--- src/hdl/fcdma_pkg.sv ---
// Shared constants and types of the five-channel DMA controller.
// Assumes an AHB-Lite register bus and a simple one-unit memory port outside.
package fcdma_pkg;
    // Number of channels and of channels with external pins.
    localparam int NUM_CH = 5;
    localparam int NUM_EXT = 3;
    // Channel that may run fly-by transfers.
    localparam logic [2:0] FLY_CH = 3'h3;
    // Register map: channel n sits at n * 0x10, global control after them.
    localparam logic [1:0] REG_CTRL_A = 2'h0;
    localparam logic [1:0] REG_CTRL_B = 2'h1;
    localparam logic [1:0] REG_SRC = 2'h2;
    localparam logic [1:0] REG_DST = 2'h3;
    localparam logic [7:0] ADDR_GLOBAL = 8'h50;
    // Field positions of the channel control/status register A.
    localparam int A_CNT_LSB = 0;
    localparam int A_BLK_LSB = 16;
    localparam int A_TRIG_LSB = 20;
    localparam int A_EDGE = 22;
    localparam int A_SWREQ = 23;
    localparam int A_ENABLE = 24;
    localparam int A_RELOAD = 25;
    localparam int A_MODE_LSB = 26;
    localparam int A_SIZE_LSB = 28;
    // Field positions of the channel control/status register B.
    localparam int B_SSTEP_LSB = 0;
    localparam int B_SMODE_LSB = 8;
    localparam int B_DSTEP_LSB = 10;
    localparam int B_DMODE_LSB = 18;
    localparam int B_FLY_DIR = 20;
    localparam int B_FLY_EN = 21;
    localparam int B_DONE = 30;
    localparam int B_BUSY = 31;
    // Field positions of the global control register.
    localparam int G_ENABLE = 0;
    localparam int G_SWAP01 = 1;
    localparam int G_HALT = 2;
    // Trigger sources.
    localparam logic [1:0] TRIG_SW = 2'h0;
    localparam logic [1:0] TRIG_EXT = 2'h1;
    localparam logic [1:0] TRIG_PERIPH = 2'h2;
    // Transfer modes.
    localparam logic [1:0] MODE_DEMAND = 2'h0;
    localparam logic [1:0] MODE_BURST = 2'h1;
    localparam logic [1:0] MODE_STEP = 2'h2;
    localparam logic [1:0] MODE_BLOCK = 2'h3;
    // Address update modes.
    localparam logic [1:0] AMODE_FIXED = 2'h0;
    localparam logic [1:0] AMODE_INC = 2'h1;
    localparam logic [1:0] AMODE_DEC = 2'h2;
    // A block count of zero stands for sixteen units.
    localparam logic [4:0] BLK_ZERO_UNITS = 5'h10;
    // Engine states.
    typedef enum logic [1:0] {S_IDLE, S_READ, S_WRITE, S_FLY} fcdma_state_t;
endpackage : fcdma_pkg

--- src/hdl/fcdma_top.sv ---
// Five-channel DMA controller: register file on AHB-Lite, arbiter, transfer engine and data FIFO.
// Assumes one memory port that takes one unit per handshake and asserts mem_ready when done.
//
// Notes on behaviour
// - Five channels, fixed priority, channel 0 highest.
// - Option swaps priority of channels 0 and 1.
// - Channels 0-2 take external request, edge or level.
// - Channels 0-2 drive request acknowledge outputs.
// - Channels 0-2 drive end-of-transfer outputs.
// - Peripheral interrupt request can start any channel.
// - Software register write can start any channel.
// - Demand, burst, step and block transfer modes.
// - Addresses step up, down or stay, 0-255.
// - Unit size byte, halfword or word.
// - Single-shot stops; reload restores and continues.
// - Source and destination address with reload copies.
// - Sixteen-bit transfer count with reload copy.
// - Four-bit block count sets units per block.
// - Fly-by on channel 3; two-cycle on all.
`timescale 1ns/1ps

// Small synchronous FIFO with valid/ready on both sides.
module fcdma_fifo #(parameter int WIDTH = 32, parameter int DEPTH = 4) (
    // Clock and reset.
    input wire logic hclk,
    input wire logic hresetn,
    // Filling side.
    input wire logic in_valid,
    output logic in_ready,
    input wire logic [WIDTH-1:0] in_data,
    // Draining side.
    output logic out_valid,
    input wire logic out_ready,
    output logic [WIDTH-1:0] out_data
);
    localparam int AW = $clog2(DEPTH);
    // Pointers carry one extra bit so that full and empty differ.
    typedef struct packed {
        logic [DEPTH-1:0][WIDTH-1:0] mem;
        logic [AW:0] wp;
        logic [AW:0] rp;
    } fcdma_fifo_state_t;
    fcdma_fifo_state_t r, next_r;
    logic full, empty;
    // Full when the pointers differ only in the wrap bit.
    assign full = (r.wp[AW] != r.rp[AW]) && (r.wp[AW-1:0] == r.rp[AW-1:0]);
    assign empty = (r.wp == r.rp);
    assign in_ready = !full;
    assign out_valid = !empty;
    assign out_data = r.mem[r.rp[AW-1:0]];
    // Push and pop may happen in the same cycle.
    always_comb
    begin
        next_r = r;
        if (in_valid && !full)
        begin
            next_r.mem[r.wp[AW-1:0]] = in_data;
            next_r.wp = r.wp + 1'b1;
        end
        if (out_ready && !empty)
            next_r.rp = r.rp + 1'b1;
    end
    // State register.
    always_ff @(posedge hclk or negedge hresetn)
    begin
        if (!hresetn)
            r <= '0;
        else
            r <= next_r;
    end
endmodule : fcdma_fifo
// Top level of the controller.
module fcdma_top #(parameter int FIFO_DEPTH = 4) (
    // Clock and reset.
    input wire logic hclk,
    input wire logic hresetn,
    // AHB-Lite register slave.
    input wire logic hsel,
    input wire logic [31:0] haddr,
    input wire logic [1:0] htrans,
    input wire logic hwrite,
    input wire logic [2:0] hsize,
    input wire logic [31:0] hwdata,
    input wire logic hready,
    output logic hreadyout,
    output logic hresp,
    output logic [31:0] hrdata,
    // External request pins, asynchronous to hclk.
    input wire logic ext_xfer_request_0,
    input wire logic ext_xfer_request_1,
    input wire logic ext_xfer_request_2,
    // Acknowledge and end-of-transfer pins.
    output logic request_accept_out_0,
    output logic request_accept_out_1,
    output logic request_accept_out_2,
    output logic transfer_end_out_0,
    output logic transfer_end_out_1,
    output logic transfer_end_out_2,
    // Internal peripheral requests, one per channel, on hclk.
    input wire logic [4:0] periph_req,
    // Memory port, one unit per handshake.
    output logic mem_req,
    output logic mem_write,
    output logic [31:0] mem_addr,
    output logic [1:0] mem_size,
    output logic [31:0] mem_wdata,
    input wire logic [31:0] mem_rdata,
    input wire logic mem_ready,
    // Fly-by strobe towards the I/O device and its direction (1 = memory to I/O).
    output logic flyby_io_strobe,
    output logic flyby_to_io
);
    // Whole controller state in one record.
    typedef struct packed {
        logic [4:0][15:0] cnt, cnt_rl;
        logic [4:0][3:0] blk;
        logic [4:0][4:0] blk_left;
        logic [4:0][31:0] src, src_rl, dst, dst_rl;
        logic [4:0][1:0] trig, mode, size, smode, dmode;
        logic [4:0][7:0] sstep, dstep;
        logic [4:0] edge_mode, enable, reload, sw_pend, done, active;
        logic fly_en, fly_dir, bus_act, bus_wr;
        logic [2:0] ext_s1, ext_s2, ext_s3, ext_pend, eop, gctrl, cur;
        fcdma_pkg::fcdma_state_t state;
        logic [7:0] bus_addr;
    } fcdma_state_rec_t;
    fcdma_state_rec_t r, next_r;
    logic fifo_in_valid, fifo_in_ready, fifo_out_valid, fifo_out_ready, unit_done;
    logic [31:0] fifo_out_data;
    logic [4:0] req, elig, done_set;
    logic [3:0] pick;
    logic [2:0] c, wch;
    logic [31:0] w;
    // Highest eligible channel; bit 3 flags a winner, with optional 0/1 swap.
    function automatic logic [3:0] arbitrate(input logic [4:0] e, input logic swap);
        logic [3:0] res;
        res = 4'h0;
        for (int i = 4; i >= 0; i--)
            if (e[i])
                res = {1'b1, 3'(i)};
        if (swap && e[1])
            res = 4'h9;
        return res;
    endfunction : arbitrate
    // Next address after one unit: step up, step down or hold.
    function automatic logic [31:0] step_addr(input logic [31:0] a, input logic [7:0] s, input logic [1:0] m);
        logic [31:0] res;
        res = a;
        if (m == fcdma_pkg::AMODE_INC)
            res = a + {24'h00_0000, s};
        else if (m == fcdma_pkg::AMODE_DEC)
            res = a - {24'h00_0000, s};
        return res;
    endfunction : step_addr
    // Units in one block for a given block count.
    function automatic logic [4:0] block_units(input logic [3:0] b);
        return (b == 4'h0) ? fcdma_pkg::BLK_ZERO_UNITS : {1'b0, b};
    endfunction : block_units
    // The FIFO holds read data until the write half of the unit drains it.
    fcdma_fifo #(.WIDTH(32), .DEPTH(FIFO_DEPTH)) u_fifo (
        .hclk(hclk), .hresetn(hresetn),
        .in_valid(fifo_in_valid), .in_ready(fifo_in_ready), .in_data(mem_rdata),
        .out_valid(fifo_out_valid), .out_ready(fifo_out_ready), .out_data(fifo_out_data)
    );
    // Request per channel from its selected source.
    always_comb
    begin
        for (int i = 0; i < fcdma_pkg::NUM_CH; i++)
        begin
            case (r.trig[i])
                fcdma_pkg::TRIG_SW: req[i] = r.sw_pend[i];
                fcdma_pkg::TRIG_EXT: req[i] = (i < fcdma_pkg::NUM_EXT) &&
                    (r.edge_mode[i] ? r.ext_pend[i % 3] : r.ext_s2[i % 3]);
                fcdma_pkg::TRIG_PERIPH: req[i] = periph_req[i];
                default: req[i] = 1'b0;
            endcase
        end
        elig = r.enable & (r.active | req) & {5{r.gctrl[fcdma_pkg::G_ENABLE]}};
        pick = arbitrate(elig, r.gctrl[fcdma_pkg::G_SWAP01]);
    end
    // Memory port and FIFO handshakes follow the engine state; reads wait while the FIFO is full.
    assign c = r.cur;
    assign mem_req = (r.state == fcdma_pkg::S_READ) ? fifo_in_ready :
                     (r.state == fcdma_pkg::S_WRITE) ? fifo_out_valid : (r.state == fcdma_pkg::S_FLY);
    assign mem_write = (r.state == fcdma_pkg::S_WRITE) || ((r.state == fcdma_pkg::S_FLY) && !r.fly_dir);
    assign mem_addr = ((r.state == fcdma_pkg::S_READ) || ((r.state == fcdma_pkg::S_FLY) && r.fly_dir)) ?
                      r.src[c] : r.dst[c];
    assign mem_size = r.size[c];
    assign mem_wdata = fifo_out_data;
    assign fifo_in_valid = (r.state == fcdma_pkg::S_READ) && mem_ready;
    assign fifo_out_ready = (r.state == fcdma_pkg::S_WRITE) && mem_ready;
    assign flyby_io_strobe = (r.state == fcdma_pkg::S_FLY);
    assign flyby_to_io = r.fly_dir;
    // Acknowledge while an externally triggered channel owns the bus.
    assign request_accept_out_0 = (r.state != fcdma_pkg::S_IDLE) && (c == 3'h0) && (r.trig[0] == fcdma_pkg::TRIG_EXT);
    assign request_accept_out_1 = (r.state != fcdma_pkg::S_IDLE) && (c == 3'h1) && (r.trig[1] == fcdma_pkg::TRIG_EXT);
    assign request_accept_out_2 = (r.state != fcdma_pkg::S_IDLE) && (c == 3'h2) && (r.trig[2] == fcdma_pkg::TRIG_EXT);
    assign transfer_end_out_0 = r.eop[0];
    assign transfer_end_out_1 = r.eop[1];
    assign transfer_end_out_2 = r.eop[2];
    // The slave never stalls and always answers OKAY.
    assign hreadyout = 1'b1;
    assign hresp = 1'b0;
    // Read data for the data phase; unmapped addresses read as zero.
    always_comb
    begin
        hrdata = 32'h0000_0000;
        wch = r.bus_addr[6:4];
        if (r.bus_act && !r.bus_wr)
        begin
            if (r.bus_addr == fcdma_pkg::ADDR_GLOBAL)
                hrdata = {29'h0000_0000, r.gctrl};
            else if ((wch < 3'h5) && !r.bus_addr[7])
            begin
                case (r.bus_addr[3:2])
                    fcdma_pkg::REG_CTRL_A: hrdata = {2'h0, r.size[wch], r.mode[wch], r.reload[wch], r.enable[wch],
                        r.sw_pend[wch], r.edge_mode[wch], r.trig[wch], r.blk[wch], r.cnt[wch]};
                    fcdma_pkg::REG_CTRL_B: hrdata = {(r.state != fcdma_pkg::S_IDLE) && (c == wch), r.done[wch], 8'h00,
                        (wch == fcdma_pkg::FLY_CH) && r.fly_en, (wch == fcdma_pkg::FLY_CH) && r.fly_dir,
                        r.dmode[wch], r.dstep[wch], r.smode[wch], r.sstep[wch]};
                    fcdma_pkg::REG_SRC: hrdata = r.src[wch];
                    fcdma_pkg::REG_DST: hrdata = r.dst[wch];
                    default: hrdata = 32'h0000_0000;
                endcase
            end
        end
    end
    // Engine, synchronisers and register writes.
    always_comb
    begin
        next_r = r;
        unit_done = 1'b0;
        done_set = 5'h00;
        w = hwdata;
        next_r.eop = 3'h0;
        // Pins pass two flops before use; the third flop only feeds edge detection.
        next_r.ext_s1 = {ext_xfer_request_2, ext_xfer_request_1, ext_xfer_request_0};
        next_r.ext_s2 = r.ext_s1;
        next_r.ext_s3 = r.ext_s2;
        case (r.state)
            fcdma_pkg::S_IDLE:
            begin
                // A new owner is chosen only between units.
                if (pick[3] && !r.gctrl[fcdma_pkg::G_HALT])
                begin
                    next_r.cur = pick[2:0];
                    if (!r.active[pick[2:0]])
                    begin
                        next_r.sw_pend[pick[2:0]] = 1'b0;
                        if (pick[2:0] < 3'h3)
                            next_r.ext_pend[pick[1:0]] = 1'b0;
                        if ((r.mode[pick[2:0]] == fcdma_pkg::MODE_BURST) ||
                            (r.mode[pick[2:0]] == fcdma_pkg::MODE_BLOCK))
                            next_r.active[pick[2:0]] = 1'b1;
                    end
                    next_r.state = ((pick[2:0] == fcdma_pkg::FLY_CH) && r.fly_en) ?
                                   fcdma_pkg::S_FLY : fcdma_pkg::S_READ;
                end
            end
            fcdma_pkg::S_READ: next_r.state = (fifo_in_ready && mem_ready) ? fcdma_pkg::S_WRITE : fcdma_pkg::S_READ;
            fcdma_pkg::S_WRITE: unit_done = fifo_out_valid && mem_ready;
            fcdma_pkg::S_FLY: unit_done = mem_ready;
            default: next_r.state = fcdma_pkg::S_IDLE;
        endcase
        // A fresh edge is set after the grant clear, so one landing in the grant cycle is kept.
        for (int i = 0; i < fcdma_pkg::NUM_EXT; i++)
            if (r.edge_mode[i] && r.ext_s2[i] && !r.ext_s3[i]) next_r.ext_pend[i] = 1'b1;
        // Bookkeeping once a whole unit has moved.
        if (unit_done)
        begin
            next_r.state = fcdma_pkg::S_IDLE;
            next_r.src[c] = step_addr(r.src[c], r.sstep[c], r.smode[c]);
            next_r.dst[c] = step_addr(r.dst[c], r.dstep[c], r.dmode[c]);
            next_r.blk_left[c] = r.blk_left[c] - 5'h01;
            if ((r.mode[c] == fcdma_pkg::MODE_STEP) || (r.mode[c] == fcdma_pkg::MODE_DEMAND))
                next_r.active[c] = 1'b0;
            if (r.blk_left[c] <= 5'h01)
            begin
                next_r.blk_left[c] = block_units(r.blk[c]);
                next_r.cnt[c] = r.cnt[c] - 16'h0001;
                if (r.mode[c] == fcdma_pkg::MODE_BLOCK)
                    next_r.active[c] = 1'b0;
                if (r.cnt[c] <= 16'h0001)
                begin
                    done_set[c] = 1'b1;
                    next_r.done[c] = 1'b1;
                    next_r.active[c] = 1'b0;
                    if (c < 3'h3)
                        next_r.eop[c[1:0]] = 1'b1;
                    if (r.reload[c])
                    begin
                        next_r.cnt[c] = r.cnt_rl[c];
                        next_r.src[c] = r.src_rl[c];
                        next_r.dst[c] = r.dst_rl[c];
                    end
                    else
                        next_r.enable[c] = 1'b0;
                end
            end
        end
        // Address phase capture for the next data phase.
        next_r.bus_act = hsel && htrans[1] && hready;
        next_r.bus_wr = hwrite;
        next_r.bus_addr = haddr[7:0];
        // Data phase write; it follows the engine so software settings win, except the done flag.
        if (r.bus_act && r.bus_wr)
        begin
            if (r.bus_addr == fcdma_pkg::ADDR_GLOBAL)
                next_r.gctrl = w[2:0];
            else if ((wch < 3'h5) && !r.bus_addr[7])
            begin
                case (r.bus_addr[3:2])
                    fcdma_pkg::REG_CTRL_A:
                    begin
                        next_r.cnt[wch] = w[fcdma_pkg::A_CNT_LSB +: 16];
                        next_r.cnt_rl[wch] = w[fcdma_pkg::A_CNT_LSB +: 16];
                        next_r.blk[wch] = w[fcdma_pkg::A_BLK_LSB +: 4];
                        next_r.blk_left[wch] = block_units(w[fcdma_pkg::A_BLK_LSB +: 4]);
                        next_r.trig[wch] = w[fcdma_pkg::A_TRIG_LSB +: 2];
                        next_r.edge_mode[wch] = w[fcdma_pkg::A_EDGE];
                        next_r.sw_pend[wch] = r.sw_pend[wch] | w[fcdma_pkg::A_SWREQ];
                        next_r.enable[wch] = w[fcdma_pkg::A_ENABLE];
                        next_r.reload[wch] = w[fcdma_pkg::A_RELOAD];
                        next_r.mode[wch] = w[fcdma_pkg::A_MODE_LSB +: 2];
                        next_r.size[wch] = w[fcdma_pkg::A_SIZE_LSB +: 2];
                        next_r.active[wch] = 1'b0;
                    end
                    fcdma_pkg::REG_CTRL_B:
                    begin
                        next_r.sstep[wch] = w[fcdma_pkg::B_SSTEP_LSB +: 8];
                        next_r.smode[wch] = w[fcdma_pkg::B_SMODE_LSB +: 2];
                        next_r.dstep[wch] = w[fcdma_pkg::B_DSTEP_LSB +: 8];
                        next_r.dmode[wch] = w[fcdma_pkg::B_DMODE_LSB +: 2];
                        if (wch == fcdma_pkg::FLY_CH)
                        begin
                            next_r.fly_dir = w[fcdma_pkg::B_FLY_DIR];
                            next_r.fly_en = w[fcdma_pkg::B_FLY_EN];
                        end
                        // Writing one clears the flag, but a completion in the same cycle wins.
                        if (w[fcdma_pkg::B_DONE] && !done_set[wch])
                            next_r.done[wch] = 1'b0;
                    end
                    fcdma_pkg::REG_SRC:
                    begin
                        next_r.src[wch] = w;
                        next_r.src_rl[wch] = w;
                    end
                    fcdma_pkg::REG_DST:
                    begin
                        next_r.dst[wch] = w;
                        next_r.dst_rl[wch] = w;
                    end
                    default: next_r.done = next_r.done;
                endcase
            end
        end
    end
    // State register; every field resets to zero.
    always_ff @(posedge hclk or negedge hresetn)
    begin
        if (!hresetn)
            r <= '0;
        else
            r <= next_r;
    end
endmodule : fcdma_top

--- config.mk ---
export PLATFORM = sky130hd
export DESIGN_NAME = fcdma_top
export DESIGN_NICKNAME = d
export VERILOG_FILES = /design/src/hdl/fcdma_pkg.sv /design/src/hdl/fcdma_top.sv
export SDC_FILE = /design/constraint.sdc
export NUM_CORES = 2
export LEC_CHECK = 0
export BUFFER_PORTS_ARGS = -buffer_cell sky130_fd_sc_hd__buf_2
export CORE_UTILIZATION = 40
export DETAILED_ROUTE_END_ITERATION = 8
export PLACE_DENSITY = 0.61
export RECOVER_POWER = 100
export SLEW_MARGIN = 20
export SYNTH_ARGS = -nofsm -noshare
export SYNTH_HDL_FRONTEND = slang
export SYNTH_HIERARCHICAL = 1
export SYNTH_SLANG_ARGS = --single-unit
--- constraint.sdc ---
create_clock -name hclk -period 10.2 [get_ports hclk]
set_clock_uncertainty 0.2 [all_clocks]
set_input_delay 1.02 -clock hclk [delete_from_list [all_inputs] [get_ports hclk]]
set_output_delay 1.02 -clock hclk [all_outputs]
set_load 0.005 [all_outputs]
; ---- Word level (Yosys, flattened, before mapping)
; Index checks and enable logic that the tools add are counted.
[word_totals]
ff_bits = 1174
out_inout_bits = 110
word_cells = 490
[op_classes]
add_sub_neg = 8
order_cmp = 18
eq_ne = 35
mux = 222
bitwise_logic = 19
n_reduce_logical = 86
[ops]
columns = cell, count
row1 = $mux W1007, 3
row2 = $bwmux W160, 8
row3 = $mux W160, 6
row4 = $mux W32, 20
row5 = $mux W320, 2
row6 = $bmux W32 S3, 6
row7 = $mux W185, 2
row8 = $bwmux W80, 4
row9 = $mux W80, 4
row10 = $mux W205, 1
row11 = $demux W32 S3, 2
row12 = $bmux W16 S3, 3
row13 = $mux W5, 27
row14 = $bwmux W128, 1
row15 = $pmux W32 S4, 1
row16 = $mux W100, 1
row17 = $bmux W8 S3, 4
row18 = $demux W16 S3, 2
row19 = $bwmux W40, 2
row20 = $mux W16, 5
row21 = $bwmux W25, 3
row22 = $add A32 B8 Y32, 2
row23 = $bmux W32 S2, 1
row24 = $demux W32 S2, 1
row25 = other kinds (64), 277

; ---- Depth between registers and ports, before layout
[logic_depth]
word_depth = 37
ltp_mapped = 28
ltp_nobuf = 15

; ---- Hierarchy
; Netlist, hierarchy kept.
[by_module_without_submodules]
columns = mod, n_inst, cells_per_inst, area_per_inst_um2
row1 = fcdma_top, 1, 6805, 60959.7
row2 = fcdma_fifo, 1, 353, 6523.8

; ---- Worst setup path after synthesis
; OpenSTA, ideal clock, no wires.
[synth_path]
kind = flip-flop to flip-flop
start = register r, in the netlist c[1]
end = register, netlist name r[733]
arrival_ns = 5.759
setup_slack_ns = 4.161
path_stages_with_launch = 23
cell_sequence = dfrtp_1 > buf_2 > buf_2 > buf_2 > buf_2 > buf_2 > buf_2 > buf_1 > buf_2 > buf_1 > buf_1 > mux4_2 > a22o_1 > ha_1 > fa_1 > o21ai_0 > a31oi_1 > o2111a_1 > and4_1 > o221a_2 > or3_1 > a21oi_1 > a2bb2oi_1
[synth_lines]
columns = item, line_no
row1 = from (decl), fcdma_top.sv:127  ; fcdma_state_rec_t r, next_r;
row2 = from (signal assigned), fcdma_top.sv:364  ; r <= next_r;

==> run summary <==
The flow ran to the end, but the final reports show violations. The checks that failed: capacitance limit, slew limit. Across all register-to-register paths, the minimum setup slack is 1.06 ns. The worst min-delay path category was in -> async.

The critical path startpoint category is a flop. The logs give 61700 for the total via count in the routed design and 416000 um for the first-pass GRT wire length. The slowest stage of the critical path belongs to the cell clkbuf_1. Once detail routing completed, the nets flagged for antenna violations numbered 0. The detailed-router iteration count before antenna repair is 9, and the fraction of final layout cells with drive strength greater than 1 is 0.135.

Fraction of met3 tracks used by global routing: 0.114. After the last flow step, the layout net total stands at 7222. The tools report the count of endpoints failing hold in the final timing report as 0. For the placed wire-length estimate after detailed placement, the log shows 181000 um. The H-tree was split into 4 levels. Counting every instance in the synthesized netlist gives 7158.

After global routing the overflow that remains totals 0. Yosys printed 6 warnings. In this run the worst path has a maximum fanout of 55. The most used routing layer was met2. In this run, placement finished with an instance count of 9128. Clock latency on the worst-skew pair, taken at its later pin, is 0.84 ns. The initial antenna violation count is 35, and the maximum buffer depth of the clock tree is 3. The total of cells resized after clock tree synthesis is 0. When the netlist entered floorplanning its net count stood at 7318.

The fraction of synthesized area in multiplexers is 0.172, and the leakage component of the power is 31.2 nW. The run gives 58500 as the via count of the first global-routing pass. The number of buffers and inverters on the critical path came out at 4. The async set-or-reset flop fraction in the synthesized netlist came out at 1.00. The netlist uses 106 different library cells. The slew at the pin closest to its max-slew limit is 4.58 ns, and the initial cell density of the core is 0.403. The fraction of synthesized cell area in xor and xnor cells was 0.00634. The final-layout setup total negative slack is 0 ns, and the area share of and/or/nand/nor cells after synthesis is 0.163. Arithmetic-cell share of the synthesized area counting full adders, half adders and majority gates: 0.00879. Setup repair after global routing left no endpoint under its margin. The signal on the critical path passes through clkinv_1, clkbuf_1, nand2_1, buf_4, nor3_1, clkbuf_1, nand2_1, a22oi_1. The routing usage on met2 was 0.466; the count of hold buffers inserted by post-cts repair was 0. Clock-pin slew was measured on the worst setup and hold paths at 0.06 ns.

By area, the combinational part of the netlist is dominated by multiplexers. Count of max-cap constraint violations: 44. The top cell type's share of synthesized area was 0.435; the final-report max-slew violation count was 1736. Yosys instantiated no cell more often than nand2_1. The average cell area after synthesis is 9.43 um2, and the CTS sink count is 1174. Period utilization: 0.896.

TritonCTS built the clock tree. The die covers 170000 um2. The total of buffers placed on input and output ports is 194. Setup violations remaining at the end of the flow were counted as 0. Data on the critical path arrives at its endpoint at 9.64 ns.

Entering global routing, the biggest net connects 172 pins. By startpoint and endpoint, the worst setup path is classified as reg -> reg. The tools report the sequential cell area fraction in the yosys report as 0.435. The global router's overall resource usage is 0.333, and the growth of design area from synthesis to finish is 9.84%. In this run the vertical extent of the chip is 413 um.

The global routing met1 resource utilization is 0.436. The total area inside the core boundary comes to 167000 um2. Dividing total power by cell area gives a power density of 172 nW/um2.

dfrtp_1 takes more of the synthesized area than any other cell. The worst slew margin relative to its limit was -2.05; the mean number of vias per cell was 6.58. After detailed routing, the average wire length per cell comes to 30.9 um.

The number of clock buffers added by TritonCTS is 135. The complex-gate fraction of the synthesized area came out at 0.172. The kind of cell with the highest combined delay along the critical path is buffers and inverters. Counting flops with a built-in enable in the synthesized netlist gives 0. At the worst endpoint, the required time is 10.70 ns. After synthesis the cells add up to 67500 um2.

The initialized floorplan defines 150 standard-cell rows. The maximum single-stage delay on the critical path came out at 3.02 ns. The worst-case IR drop observed on VDD is 173 uV.

After the first detailed-routing iteration, the DRC count stood at 9575. The number of placed I/O pins came out at 225. For this run, design rule violations remaining after detail routing come to 0. The worst path in the final design needs a cycle of 9.14 ns, including I/O delays and setup. The most used flip-flop cell after synthesis is dfrtp_1. The type of element capturing the critical path is a flop. Sorting the synthesized cells by how often they occur yields nand2_1 (1717), dfrtp_1 (1174), o21ai_0 (470), clkbuf_1 (425), nor2_1 (423).

Root buffer cell: clkbuf_16. Buffers added to address setup during post-CTS repair amount to 0. In the post-synthesis netlist, the biggest area contributors are dfrtp_1 (44%), nand2_1 (9.6%), mux4_2 (6.5%). The run gives 9384 as the final cell count without fillers. For this run, the top clock speed supported by timing is 0.109 GHz. In this run, synthesis produced a sequential element count of 1174. From left edge to right edge, the die measures 413 um. The run gives 0.972 as the last weighted congestion value of the routability-driven placer. For this block, the routed nets add up to 290000 um of wire.
## metal layers
metal / wire [um] / up-vias
li1: - / 25600
met1: 111000 / 30500
met2: 118000 / 4515
met3: 39000 / 1083
met4: 22000 / 30
met5: 195 / -
## cells in the final DEF (no fill, tap or decap), types with 40 or more instances in the layout
master and count:
a211oi_1 50, a21oi_1 378, a221o_1 63, a221oi_1 40, a22oi_1 168, a31oi_1 68
buf_2 121, buf_4 104, clkbuf_1 147, clkbuf_16 136, dfrtp_1 1167, ha_1 41
inv_1 60, mux2_1 87, mux2_2 188, mux2i_1 330, mux4_2 194, nand2_1 1707
nand3_1 113, nor2_1 407, nor3_1 77, o211ai_1 100, o21a_1 66, o21ai_0 503
o22ai_1 53
## report_power, final
group | switching [W] | internal, W
clock | 0.00214 | 0.00289
sequential | 0.000182 | 0.00488
combinational | 0.00181 | 0.000839
total | 0.00414 | 0.00861
## sequential cells by signal, indices dropped and copies added (netlist names)
| name | count |
|---|---|
| c | 3 |
| r | 1027 |
| u_fifo/r | 134 |
| transfer_end_out_0 | 1 |
| next_r | 6 |
| transfer_end_out_2 | 1 |
| transfer_end_out_1 | 1 |
| flyby_to_io | 1 |
## final cells by class
class	instances	area, um2
well taps	2204	2760
diodes	16	40.0
flip-flops and latches	1174	29400
clock buffers	198	3930
clock inverters	41	556
repair buffers	361	2120
inverters	64	245
multi-input cells	5326	35100
fillers	16100	93300
## final timing paths
kind | depth (start not counted) | startpoint | to
min reg2reg | 0 | next_r[27] | next_r[24]
max in group asynchronous | 3 | hresetn | r[738]
max | 8 | r[6] | r[436]
min in group hclk | 1 | haddr[5] | r[5]
max reg2reg | 8 | r[6] | r[436]
min | 1 | hresetn | u_fifo/r[12]
## cells by family (layout without fill, tap and decap cells)
family / after synthesis / count (layout)
AOI/OAI and AO/OA: 1775 / 1775
xor gates and xnor gates: 45 / 45
adders and majority gates: 45 / 45
buffers and inverters: 658 / 664
DFF: 1174 / 1174
muxes: 836 / 836
other: 2 / 18
and+or+nand+nor: 2623 / 2623
## metrics by stage
step / power, W / utilization / setup WS [ns] / hold slack, ns / cell area (um2)
final: 0.0127 / 0.443 / 1.06 / 0.0263 / 74100
after floorplan: 0.00673 / - / 4.16 / 0.131 / 67500
after global routing: 0.0131 / 0.443 / 1.54 / 0.0868 / 74100
after detailed placement: 0.00777 / 0.421 / 3.68 / 0.136 / 70400
after global placement: 0.00773 / 0.420 / 3.68 / 0.134 / 70400
after CTS: 0.0128 / 0.447 / 3.21 / 0.0588 / 74900
(Power assumes the default switching activity.)
